--- config.mk ---
export PLATFORM = sky130hd
export DESIGN_NAME = ebtwp_timer
export DESIGN_NICKNAME = d
export VERILOG_FILES = /design/src/rtl/ebtwp_pkg.sv /design/src/rtl/ebtwp_timer.sv
export SDC_FILE = /design/constraint.sdc
export NUM_CORES = 1
export LEC_CHECK = 0
export ABC_AREA = 1
export BUFFER_PORTS_ARGS = -buffer_cell sky130_fd_sc_hd__buf_2
export CAP_MARGIN = 20
export CELL_PAD_IN_SITES_DETAIL_PLACEMENT = 0
export CELL_PAD_IN_SITES_GLOBAL_PLACEMENT = 1
export CORE_ASPECT_RATIO = 0.9
export CORE_MARGIN = 4
export CORE_UTILIZATION = 35
export DETAILED_ROUTE_END_ITERATION = 16
export PLACE_DENSITY = 0.66
export SETUP_SLACK_MARGIN = 0.3
export SLEW_MARGIN = 20
export SYNTH_ARGS = -nofsm -noshare
export SYNTH_HDL_FRONTEND = slang
export SYNTH_SLANG_ARGS = --single-unit
export TNS_END_PERCENT = 5
--- constraint.sdc ---
create_clock -name i_clk -period 2.12 [get_ports i_clk]
set_input_delay 0.318 -clock i_clk [delete_from_list [all_inputs] [get_ports i_clk]]
set_output_delay 0.318 -clock i_clk [all_outputs]
set_load 0.01 [all_outputs]
--- src/rtl/ebtwp_pkg.sv ---
// Purpose: Shared constants and types for the 8-bit timer with prescaler
// Assumes: Byte-wide register port, registers at their printed offsets
// Notes: Control register field positions and reset values live here
`default_nettype none

package ebtwp_pkg;

  // Register offsets
  localparam logic [7:0] PSC_ADDR = 8'hD2;
  localparam logic [7:0] CNT_ADDR = 8'hD3;
  localparam logic [7:0] CTL_ADDR = 8'hD4;

  // Reset values
  localparam logic [6:0] PSC_RESET = 7'h7F;
  localparam logic [7:0] CNT_RESET = 8'hFF;
  localparam logic [7:0] CTL_RESET = 8'h00;

  // Status/control field positions
  localparam int FLAG_BIT = 7;
  localparam int IEN_BIT = 6;
  localparam int OSEL_BIT = 5;
  localparam int DOUT_BIT = 4;
  localparam int RUN_BIT = 3;
  localparam int SEL_MSB = 2;
  localparam int SEL_LSB = 0;

  // Core clock division feeding the prescaler
  localparam int CORE_DIV = 12;

  // Operating modes, in the order of the {output select, data out} code
  typedef enum logic [1:0] {
    MODE_EVENT,
    MODE_GATED,
    MODE_OUT_LOW,
    MODE_OUT_HIGH
  } ebtwp_mode_t;

endpackage

`default_nettype wire

--- src/rtl/ebtwp_timer.sv ---
// Purpose: 8-bit downcounter fed by a 7-bit prescaler, with pin modes
// Assumes: Single 50 MHz clock; count pin is asynchronous to it
// Notes: Pin rises are seen after two sync flops, so event rate < clk/3
// Operation
// - Prescaler clocked by core/12 or pin
// - Prescaler reloads 7Fh after reaching zero
// - Counter decrements on each count tick
// - Counter at zero reloads 0FFh next tick
// - Select field picks tap, divide by 2^n
// - Run bit low holds counter, prescaler 7Fh
// - Reset sets counter 0FFh, prescaler 7Fh
// - Prescaler writable while run bit high
// - Counter readable and writable any time
// - Underflow sets flag; enabled flag interrupts
// - Writing 00h or control bit7 sets flag
// - Flag sticky until software clears it
// - Counter write beats coincident underflow
// - Two bits select one of four modes
// - Gated mode counts core/12 while pin high
// - Event mode counts pin rising edges
// - Output mode counts core/12 ignoring pin
// - Flag rise latches data bit onto pin
// - Output select makes pin push-pull output
// - Stop freezes all except event counting
// - Enabled interrupt serves as wake-up
// - Prescaler reads bit 7 as zero
`default_nettype none

module ebtwp_timer #(
  parameter int DIV = ebtwp_pkg::CORE_DIV
) (
  // Clock, reset, enable
  input wire logic i_clk,
  input wire logic i_reset_n,
  input wire logic i_clk_en,
  // Register port
  input wire logic [7:0] i_addr,
  input wire logic [7:0] i_wdata,
  input wire logic i_wr,
  input wire logic i_rd,
  output logic [7:0] o_rdata,
  // Count pin
  input wire logic i_pin,
  output logic o_pin_out,
  output logic o_pin_oe,
  // Power management
  input wire logic i_stop,
  output logic o_irq,
  output logic o_wakeup
);

  // The divider counter is four bits wide
  if (DIV < 2 || DIV > 15)
  begin
    $error("DIV must lie between 2 and 15");
  end

  localparam logic [3:0] DIV_LAST = 4'(DIV - 1);

  // Tap mask: low n prescaler bits that must be zero for a count tick
  function automatic logic [6:0] tap_mask(input logic [2:0] sel);
    tap_mask = 7'((8'h01 << sel) - 8'h01);
  endfunction

  logic [6:0] psc;
  logic [7:0] cnt;
  logic flag;
  logic ien;
  logic osel;
  logic dout;
  logic run;
  logic [2:0] sel;
  logic [3:0] div_cnt;
  logic pin_meta;
  logic pin_sync;
  logic pin_prev;
  logic flag_prev;
  logic out_latch;

  logic psc_wr;
  logic cnt_wr;
  logic ctl_wr;
  logic active;
  logic div_tick;
  logic pin_rise;
  logic ptick;
  logic ctick;
  logic hw_under;
  logic flag_set;
  logic flag_clr;
  ebtwp_pkg::ebtwp_mode_t mode;

  assign psc_wr = i_wr && i_addr == ebtwp_pkg::PSC_ADDR;
  assign cnt_wr = i_wr && i_addr == ebtwp_pkg::CNT_ADDR;
  assign ctl_wr = i_wr && i_addr == ebtwp_pkg::CTL_ADDR;

  assign mode = ebtwp_pkg::ebtwp_mode_t'({osel, dout});

  // Stop freezes counting unless the pin itself clocks the prescaler
  assign active = run && (!i_stop || mode == ebtwp_pkg::MODE_EVENT);

  // Two-flop synchroniser, then edge detect on the synced copy
  always_ff @(posedge i_clk or negedge i_reset_n)
  begin
    if (!i_reset_n)
    begin
      pin_meta <= 1'b0;
      pin_sync <= 1'b0;
      pin_prev <= 1'b0;
    end
    else if (i_clk_en)
    begin
      pin_meta <= i_pin;
      pin_sync <= pin_meta;
      pin_prev <= pin_sync;
    end
  end

  assign pin_rise = pin_sync && !pin_prev;

  // Core clock divider; held at zero while counting is off
  always_ff @(posedge i_clk or negedge i_reset_n)
  begin
    if (!i_reset_n)
    begin
      div_cnt <= 4'h0;
    end
    else if (i_clk_en)
    begin
      if (!active)
      begin
        div_cnt <= 4'h0;
      end
      else if (div_cnt == DIV_LAST)
      begin
        div_cnt <= 4'h0;
      end
      else
      begin
        div_cnt <= div_cnt + 4'h1;
      end
    end
  end

  assign div_tick = active && div_cnt == DIV_LAST;

  // Prescaler input selection per mode
  always_comb
  begin
    case (mode)
      ebtwp_pkg::MODE_EVENT: ptick = active && pin_rise;
      ebtwp_pkg::MODE_GATED: ptick = div_tick && pin_sync;
      ebtwp_pkg::MODE_OUT_LOW,
      ebtwp_pkg::MODE_OUT_HIGH: ptick = div_tick;
      default: ptick = 1'b0;
    endcase
  end

  // Count tick when the selected low bits wrap through zero
  assign ctick = ptick && !psc_wr && (psc & tap_mask(sel)) == 7'h00;

  // Prescaler
  always_ff @(posedge i_clk or negedge i_reset_n)
  begin
    if (!i_reset_n)
    begin
      psc <= ebtwp_pkg::PSC_RESET;
    end
    else if (i_clk_en)
    begin
      if (!run)
      begin
        psc <= ebtwp_pkg::PSC_RESET;
      end
      else if (psc_wr)
      begin
        psc <= i_wdata[6:0];
      end
      else if (ptick)
      begin
        if (psc == 7'h00)
        begin
          psc <= ebtwp_pkg::PSC_RESET;
        end
        else
        begin
          psc <= psc - 7'h01;
        end
      end
    end
  end

  // Counter: a software write always wins over the tick
  always_ff @(posedge i_clk or negedge i_reset_n)
  begin
    if (!i_reset_n)
    begin
      cnt <= ebtwp_pkg::CNT_RESET;
    end
    else if (i_clk_en)
    begin
      if (cnt_wr)
      begin
        cnt <= i_wdata;
      end
      else if (ctick)
      begin
        if (cnt == 8'h00)
        begin
          cnt <= ebtwp_pkg::CNT_RESET;
        end
        else
        begin
          cnt <= cnt - 8'h01;
        end
      end
    end
  end

  assign hw_under = ctick && cnt == 8'h01 && !cnt_wr;
  assign flag_set = hw_under || (cnt_wr && i_wdata == 8'h00)
    || (ctl_wr && i_wdata[ebtwp_pkg::FLAG_BIT]);
  assign flag_clr = ctl_wr && !i_wdata[ebtwp_pkg::FLAG_BIT];

  // Underflow flag; a set in the clearing cycle survives
  always_ff @(posedge i_clk or negedge i_reset_n)
  begin
    if (!i_reset_n)
    begin
      flag <= ebtwp_pkg::CTL_RESET[ebtwp_pkg::FLAG_BIT];
    end
    else if (i_clk_en)
    begin
      flag <= flag_set || (flag && !flag_clr);
    end
  end

  // Control bits
  always_ff @(posedge i_clk or negedge i_reset_n)
  begin
    if (!i_reset_n)
    begin
      ien <= ebtwp_pkg::CTL_RESET[ebtwp_pkg::IEN_BIT];
      osel <= ebtwp_pkg::CTL_RESET[ebtwp_pkg::OSEL_BIT];
      dout <= ebtwp_pkg::CTL_RESET[ebtwp_pkg::DOUT_BIT];
      run <= ebtwp_pkg::CTL_RESET[ebtwp_pkg::RUN_BIT];
      sel <= ebtwp_pkg::CTL_RESET[ebtwp_pkg::SEL_MSB:ebtwp_pkg::SEL_LSB];
    end
    else if (i_clk_en && ctl_wr)
    begin
      ien <= i_wdata[ebtwp_pkg::IEN_BIT];
      osel <= i_wdata[ebtwp_pkg::OSEL_BIT];
      dout <= i_wdata[ebtwp_pkg::DOUT_BIT];
      run <= i_wdata[ebtwp_pkg::RUN_BIT];
      sel <= i_wdata[ebtwp_pkg::SEL_MSB:ebtwp_pkg::SEL_LSB];
    end
  end

  // Data bit captured only on the flag's rising edge
  always_ff @(posedge i_clk or negedge i_reset_n)
  begin
    if (!i_reset_n)
    begin
      flag_prev <= 1'b0;
      out_latch <= 1'b0;
    end
    else if (i_clk_en)
    begin
      flag_prev <= flag;
      if (flag && !flag_prev)
      begin
        out_latch <= dout;
      end
    end
  end

  assign o_pin_out = out_latch;
  assign o_pin_oe = osel;
  assign o_irq = flag && ien;
  assign o_wakeup = flag && ien;

  // Read data valid only in the cycle after the strobe
  always_ff @(posedge i_clk or negedge i_reset_n)
  begin
    if (!i_reset_n)
    begin
      o_rdata <= 8'h00;
    end
    else if (i_clk_en)
    begin
      if (i_rd && i_addr == ebtwp_pkg::PSC_ADDR)
      begin
        o_rdata <= {1'b0, psc};
      end
      else if (i_rd && i_addr == ebtwp_pkg::CNT_ADDR)
      begin
        o_rdata <= cnt;
      end
      else if (i_rd && i_addr == ebtwp_pkg::CTL_ADDR)
      begin
        o_rdata <= {flag, ien, osel, dout, run, sel};
      end
      else
      begin
        o_rdata <= 8'h00;
      end
    end
  end

  a_psc_held_idle:
  assert property (@(posedge i_clk) disable iff (!i_reset_n)
    i_clk_en && !run |=> psc == ebtwp_pkg::PSC_RESET && (cnt == $past(cnt) || $past(cnt_wr)))
  else $error("prescaler not held at reload value while stopped");

  a_psc_zero_reload:
  assert property (@(posedge i_clk) disable iff (!i_reset_n)
    i_clk_en && run && ptick && !psc_wr && psc == 7'h00 |=> psc == ebtwp_pkg::PSC_RESET)
  else $error("prescaler did not reload after zero");

  a_cnt_step_down:
  assert property (@(posedge i_clk) disable iff (!i_reset_n)
    i_clk_en && ctick && !cnt_wr && cnt != 8'h00 |=> cnt == $past(cnt) - 8'h01)
  else $error("counter did not step down by one");

  a_cnt_wrap_full:
  assert property (@(posedge i_clk) disable iff (!i_reset_n)
    i_clk_en && ctick && !cnt_wr && cnt == 8'h00 |=> cnt == ebtwp_pkg::CNT_RESET)
  else $error("counter did not reload after zero");

  a_tick_div_one:
  assert property (@(posedge i_clk) disable iff (!i_reset_n)
    sel == 3'h0 && ptick && !psc_wr |-> ctick)
  else $error("divide-by-one tap missed a tick");

  a_flag_on_under:
  assert property (@(posedge i_clk) disable iff (!i_reset_n)
    i_clk_en && hw_under |=> flag && cnt == 8'h00 ##0 (o_irq == ien))
  else $error("underflow did not raise flag");

  a_flag_sticky:
  assert property (@(posedge i_clk) disable iff (!i_reset_n)
    flag && !ctl_wr |=> flag)
  else $error("flag cleared without software");

  a_write_wins:
  assert property (@(posedge i_clk) disable iff (!i_reset_n)
    i_clk_en && cnt_wr && i_wdata != 8'h00 && !flag |=> cnt == $past(i_wdata) && !flag)
  else $error("counter write lost or flag set");

  a_pin_latch:
  assert property (@(posedge i_clk) disable iff (!i_reset_n)
    i_clk_en && flag && !flag_prev |=> o_pin_out == $past(dout))
  else $error("pin level not latched on flag rise");

  a_stop_freeze:
  assert property (@(posedge i_clk) disable iff (!i_reset_n)
    i_stop && mode != ebtwp_pkg::MODE_EVENT && !i_wr |=> $stable(psc) || !$past(run))
  else $error("prescaler moved during stop");

  a_psc_read_msb:
  assert property (@(posedge i_clk) disable iff (!i_reset_n)
    i_clk_en && i_rd && i_addr == ebtwp_pkg::PSC_ADDR
      |=> o_rdata == {1'b0, $past(psc)})
  else $error("prescaler read wrong");

endmodule

`default_nettype wire

==> results of run 1 <==
[worst max path at each step]
stage                               endpoint  slack [ns]  depth (start not counted)
final                     psc[4]$_DFFE_PN1P_        0.50                         10
after global routing      cnt[7]$_DFFE_PN1P_        0.34                         10
after CTS                 psc[5]$_DFFE_PN1P_        0.45                          7
after detailed placement  psc[5]$_DFFE_PN1P_        0.43                          8
after global placement    psc[0]$_DFFE_PN1P_        0.49                          8
after floorplan           psc[2]$_DFFE_PN1P_        0.65                          8
[report_power, final]
group	leakage, nW	internal (mW)	total [mW]	switching [mW]
clock	0.0412	0.230	0.514	0.283
sequential	0.471	0.913	1.02	0.105
combinational	1.09	0.252	0.689	0.437
[logic make-up (layout without fill, tap and decap cells)]
family | Yosys count | count (layout)
AO/OA/AOI/OAI | 55 | 55
XOR/XNOR | 6 | 6
adder cells (fa/ha/maj) | 6 | 6
buffers and inverters | 50 | 93
flip-flops | 40 | 40
AND/OR/NAND/NOR | 223 | 223
[sequential cells by signal, summed over array words and instances (netlist names), 3 cells and up]
register	flops
div_cnt	4
sel	3
o_rdata	8
psc	7
cnt	8
[per-stage QoR]
step	util	total power, mW	cells	area [sq um]	setup WS, ns
2_1_floorplan	-	1.50	380	2640	0.650
3_3_place_gp	0.409	1.72	506	2940	0.494
3_5_place_dp	0.409	1.72	506	2940	0.435
4_1_cts	0.421	2.24	514	3020	0.450
5_1_grt	0.425	2.40	516	3050	0.336
6_report	0.425	2.22	516	3050	0.499
[worst max-delay path: stages, from the launching register on]
cell and delay, ns:
dfstp_2 0.54, inv_1 0.11, ha_1 0.27, nand2_1 0.10, inv_1 0.06, nand2_1 0.05, nand2_1 0.05, o21ai_0 0.15
nand2_1 0.09, nand2_2 0.08, o21ai_2 0.05
[layout by cell type (no fill, tap or decap), drive strengths merged, types with 3 or more instances in the layout]
master	Yosys	routed
nand2	152	152
dfstp	15	15
inv	40	40
nand3	31	31
buf	4	43
clkbuf	4	6
a21oi	18	18
dfrtp	25	25
o211ai	6	6
ha	6	6
nand4	4	4
xor2	5	5
nor2	32	32
clkinv	2	3
o21ai	29	29
[layout make-up]
type	instances	area, sq um	area share
repair buffers	43	250	0.0820
clock buffers	6	72.6	0.0238
clock inverters	2	12.5	0.00410
inverters	42	158	0.0517
multi-input cells	290	1420	0.466
flip-flops and latches	40	1020	0.334
well taps	93	116	0.0381
[layer usage]
layer,wire (um),up-vias
li1,-,1291
met4,44,0
met5,0,-
met1,3780,1150
met2,3400,46
met3,368,4
==> flow_summary.json, run 1 <==
{
  "cts_resized": 0,
  "core_sq_um": 7180,
  "fin_crit_ns": 1.62,
  "clock_skew_ns": 0.00760,
  "post_synth_and_or_nand_nor_area_fraction": 0.364,
  "fp.dieArea_sq_um": 9010,
  "ant_nets": 0,
  "routedWlPerCell_um": 14.7,
  "drc": 0,
  "cts_tree": "built",
  "post-cts-setup-buffers": 0,
  "synth_largest_area_cell": "dfrtp_1",
  "n_antenna_cell": 0,
  "setup_violations": 0,
  "final_layout_size_suffix_gt1_frac": 0.199,
  "grt-busiest-layer": "met2",
  "fillCellCount": 780,
  "synth_compound_area_frac": 0.125,
  "crit_type": "flip-flop to flip-flop",
  "wl_um": 7600,
  "slew_headroom": 0.498,
  "drtIter0Drc": 124,
  "p_leak_nw": 1.60,
  "clock_path_buffers": 2,
  "place_congestion": 0.838,
  "ctsHtreeMaxLevel": 2,
  "syn_to_final_growth_pct": 15.4,
  "ctsHoldBuffers": 0,
  "synthTopCellsByArea": "dfrtp_1 (24%), nand2_1 (21%), dfstp_2 (15%), inv_1 (5.5%), nand3_1 (5.3%)",
  "ys_top_cells_by_count": "nand2_1 (147), inv_1 (39), nand3_1 (28), nor2_1 (28), dfrtp_1 (25)",
  "required_ns": 2.35,
  "powerDensity_nw_per_um2": 728,
  "die_x_um": 99.6,
  "setup_tns_ns": 0,
  "initial_core_util": 0.368,
  "synth.distinct_cells": 33,
  "synth_enable_flop_cells": 0,
  "cts_root_buf": "clkbuf_8",
  "clock_sinks": 40,
  "rsz0062_at_grt": "no",
  "r2r-start": "psc[0]$_DFFE_PN1P_",
  "cp-end-kind": "flip-flop",
  "min_path_type": "primary input to asynchronous set/reset pin",
  "synthFlopType": "dfrtp_1",
  "syn-cell-area_sq_um": 2640,
  "r2r_end": "psc[4]$_DFFE_PN1P_",
  "ys_seq_area_frac": 0.386,
  "pin_count": 35,
  "drtPass1Iterations": 4,
  "r2r_slack_ns": 0.50,
  "dpl.hpwl_um": 6010,
  "status": "finished clean",
  "synth_top_family_by_area": "simple AND/OR/NAND/NOR gates",
  "grt_pass1_vias": 2324,
  "synth_xor_area_frac": 0.0199,
  "ys_warn_count": 0,
  "row_count": 29,
  "fmax_mhz": 617,
  "ff2ff_path_depth": 10,
  "ir_drop_mv": 0.356,
  "antenna_found_initial": 0,
  "drv_slew": 0,
  "insertion_delay_ns": 0.30,
  "grt_pass1_wl_um": 12200,
  "critPathMaxFanout": 6,
  "synthAdderAreaFrac": 0.0284,
  "crit_start": "psc[0]$_DFFE_PN1P_",
  "synth.top_cell.area_share": 0.237,
  "fin_crit_sh": 0.764,
  "grtUsageMet1": 0.250,
  "max_cap_violations": 0,
  "grt_util_met2": 0.263,
  "hold-worst-slack_ns": 0.0794,
  "syn_inst": 380,
  "via_count": 2491,
  "crit_path_start_kind": "flip-flop",
  "async_reset_ff_frac": 1.00,
  "io_buffer_count": 34,
  "numCtsBuffers": 5,
  "hold_viol": 0,
  "synth_mux_area_frac": 0,
  "synth_most_common_cell": "nand2_1",
  "tightest_slew_ns": 0.753,
  "ys_ff_latch": 40,
  "grtUsageMet3": 0.0378,
  "die_y_um": 90.4,
  "gr-total-overflow": 0,
  "cp.arrival_ns": 1.85,
  "syn_area_per_cell_sq_um": 6.95,
  "vias_per_cell": 4.83,
  "fin_nets": 451,
  "grt_max_degree": 32,
  "synth_nets": 409,
  "track_usage": 0.171,
  "clkTransAtPathRegs_ns": 0.08
}
Note: power is estimated with default switching activity, not from simulation.
==> run 2, diff against run 1 <==
Settings changed: ABC_AREA 1 to 0.
Clock period 2.12 ns to 1.46 ns, I/O delays scaled along.
==> flow_summary.json, run 2 <==
{
  "clock_path_buffers": 2,
  "syn_inst": 274,
  "rsz0062_at_grt": "yes",
  "seqPwrFrac": 0.418,
  "crit_type": "flip-flop to flip-flop",
  "synth.distinct_cells": 57,
  "hold_viol": 0,
  "synth_nets": 303,
  "setup_tns_ns": -5.10,
  "synth_largest_area_cell": "dfrtp_1",
  "track_usage": 0.192,
  "post-cts-setup-buffers": 0,
  "powerDensity_nw_per_um2": 801,
  "r2r-start": "div_cnt[0]$_DFFE_PN0P_",
  "violations": "negative setup slack",
  "via_count": 2528,
  "grt_pass1_wl_um": 13100,
  "pwr-share-comb": 0.201,
  "ys_top_cells_by_count": "nor2_1 (30), dfrtp_1 (25), a21oi_1 (22), nand2_1 (19), o21ai_0 (16)",
  "die_y_um": 88.2,
  "grtUsageMet3": 0.0311,
  "status": "finished with violations",
  "setup_violations": 16,
  "most-common-layout-cells": "buf_4 (54), nor2_1 (28), buf_2 (27)",
  "gr-total-overflow": 0,
  "clock_sinks": 40,
  "dpl_cell_area_sq_um": 3270,
  "fillCellCount": 658,
  "grtUsageMet1": 0.262,
  "final_common_cell": "buf_4",
  "drtIter0Drc": 148,
  "required_ns": 1.69,
  "drtPass1Iterations": 5,
  "swShare": 0.260,
  "syn_to_final_growth_pct": 45.1,
  "initial_core_util": 0.370,
  "synthTopCellsByArea": "dfrtp_1 (25%), dfstp_2 (16%), mux2_2 (5.0%), nor2_1 (4.5%), a21oi_1 (4.4%)",
  "dpl.cell_count": 452,
  "pin_count": 35,
  "place_congestion": 0.837,
  "slew_headroom": 0.652,
  "pwr-share-clk": 0.381,
  "tightest_slew_ns": 0.523,
  "grt_util_met2": 0.313,
  "ys_warn_count": 0,
  "drc": 0,
  "ir_drop_mv": 0.387,
  "clock_skew_ns": 0.0102,
  "io_buffer_count": 34,
  "ctsHtreeMaxLevel": 2,
  "grt_max_degree": 35,
  "core_sq_um": 6760,
  "fin_area_sq_um": 3620,
  "synth_most_common_cell": "nor2_1",
  "crit_start": "div_cnt[0]$_DFFE_PN0P_",
  "async_reset_ff_frac": 1.00,
  "dpl.hpwl_um": 5870,
  "numCtsBuffers": 5,
  "vias_per_cell": 5.48,
  "min-delay-start": "i_pin",
  "ys_ff_latch": 40,
  "antenna_found_initial": 0,
  "routedWlPerCell_um": 17.0,
  "fin_util": 0.536,
  "fin_nets": 399,
  "final_layout_size_suffix_gt1_frac": 0.453,
  "wl_um": 7840,
  "clkTransAtPathRegs_ns": 0.08,
  "fin_crit_ns": 1.85,
  "cp_top_family": "compound AO/OA/AOI/OAI gates",
  "critPathMaxFanout": 6,
  "cp.arrival_ns": 2.08,
  "fmax_mhz": 541,
  "largestRegisters": "cnt: 8 flops, o_rdata: 8 flops, psc: 7 flops",
  "crit_path_cell_trace": "ha_1 > and3b_2 > o21ai_4 > buf_6 > o211ai_4 > and2_4 > buf_12 > a22o_1",
  "fp.dieArea_sq_um": 8560,
  "fin_crit_sh": 1.27,
  "power_switching_uw": 757,
  "p_int_mw": 2.15,
  "row_count": 28,
  "crit_path_start_kind": "flip-flop",
  "n_antenna_cell": 0,
  "p_leak_nw": 1.55,
  "grt-busiest-layer": "met2",
  "layout.cells.non_filler": 461,
  "cp-end-kind": "flip-flop",
  "cp_slowest_cell": "dfrtp_1",
  "drv_slew": 0,
  "grt_pass1_vias": 2646,
  "cts_tree": "built",
  "die_x_um": 97.1,
  "layout_setup_ws_ns": -0.388,
  "max_stage_delay_ns": 0.39,
  "max_cap_violations": 0,
  "synth_enable_flop_cells": 0,
  "ys_seq_area_frac": 0.408,
  "ant_nets": 0,
  "crit_buf_inv": 2,
  "synth.top_cell.area_share": 0.250,
  "synthFlopType": "dfrtp_1",
  "syn-cell-area_sq_um": 2500,
  "cts_root_buf": "clkbuf_8",
  "min_path_type": "primary input to flip-flop",
  "syn_area_per_cell_sq_um": 9.12,
  "insertion_delay_ns": 0.30
}
run 2: cell types whose count changed in the layout (fill, tap and decap cells not counted), moves of 7 or more:
cell     delta
mux2_2     +10
nand2_1   -128
nand3_1    -16
buf_4      +46
nor3_1      +7
buf_2       -7
buf_6      +19
o21ai_0     -9
inv_1      -24
run 2: metrics by stage:
stage / hold WS (ns) / setup slack (ns) / power (mW)
after floorplan: -0.0766 / -0.360 / 1.49
after global placement: 0.179 / -0.409 / 1.77
after detailed placement: 0.174 / -0.481 / 1.77
after CTS: 0.144 / -0.389 / 2.90
after global routing: 0.147 / -0.453 / 3.04
final: 0.148 / -0.388 / 2.90
run 2: area by class of cell:
type | instances | area, sq um | area share
Inverter | 15 | 56.3 | 0.0155
Tap cell | 90 | 113 | 0.0311
Sequential cell | 40 | 1020 | 0.281
Clock inverter | 2 | 60.1 | 0.0166
Multi-Input combinational cell | 204 | 1480 | 0.408
Timing Repair Buffer | 104 | 825 | 0.227
Clock buffer | 6 | 72.6 | 0.0200
run 2: worst paths after layout:
check | endpoint | slack, ns | cells past startpoint
min | pin_meta$_DFFE_PN0P_ | 0.15 | 2
max reg2reg | psc[5]$_DFFE_PN1P_ | -0.39 | 8
min reg2reg | o_rdata[0]$_DFFE_PN0P_ | 0.51 | 2
max | psc[5]$_DFFE_PN1P_ | -0.39 | 8
max in group asynchronous | cnt[6]$_DFFE_PN1P_ | 0.54 | 3
min in group asynchronous | pin_meta$_DFFE_PN0P_ | 0.37 | 2
run 2: repair_timing:
| action | in CTS | in global routing |
|---|---|---|
| gates resized for setup | 33 | 17 |
| endpoints found under the hold margin | 8 | 0 |
| setup endpoints to repair | 38 | 37 |
| pin swaps | 21 | 19 |
| hold buffers | 1 | 0 |
run 2: per-layer routing:
metal / wire, um / vias to the layer above
met1: 3850 / 1209
met4: 153 / 0
li1: - / 1225
met5: 0 / -
met3: 345 / 15
met2: 3490 / 79
run 2: cell families (layout without fill, tap and decap cells):
logic type	count (synthesis)	in the layout	synth area share
mux	14	14	0.0646
simple gates	101	101	0.213
compound gates	83	83	0.230
flops	40	40	0.408
fa+ha+maj	6	6	0.0300
buf+inv	30	127	0.0536
run 2: worst reg2reg max path, stage by stage (launching register included):
cell and delay, ns:
dfrtp_1 0.39, ha_1 0.21, and3b_2 0.24, o21ai_4 0.20, buf_6 0.14, o211ai_4 0.10
and2_4 0.18, buf_12 0.13, a22o_1 0.20
run 2: power groups by stage:
stage / Clock, mW / Combinational, mW / Sequential [mW]
finish: 1.11 / 0.583 / 1.21
global route: 1.17 / 0.644 / 1.23
CTS: 1.12 / 0.563 / 1.21
detailed placement: 0 / 0.536 / 1.23
global placement: 0 / 0.534 / 1.23
floorplan: 0 / 0.251 / 1.24
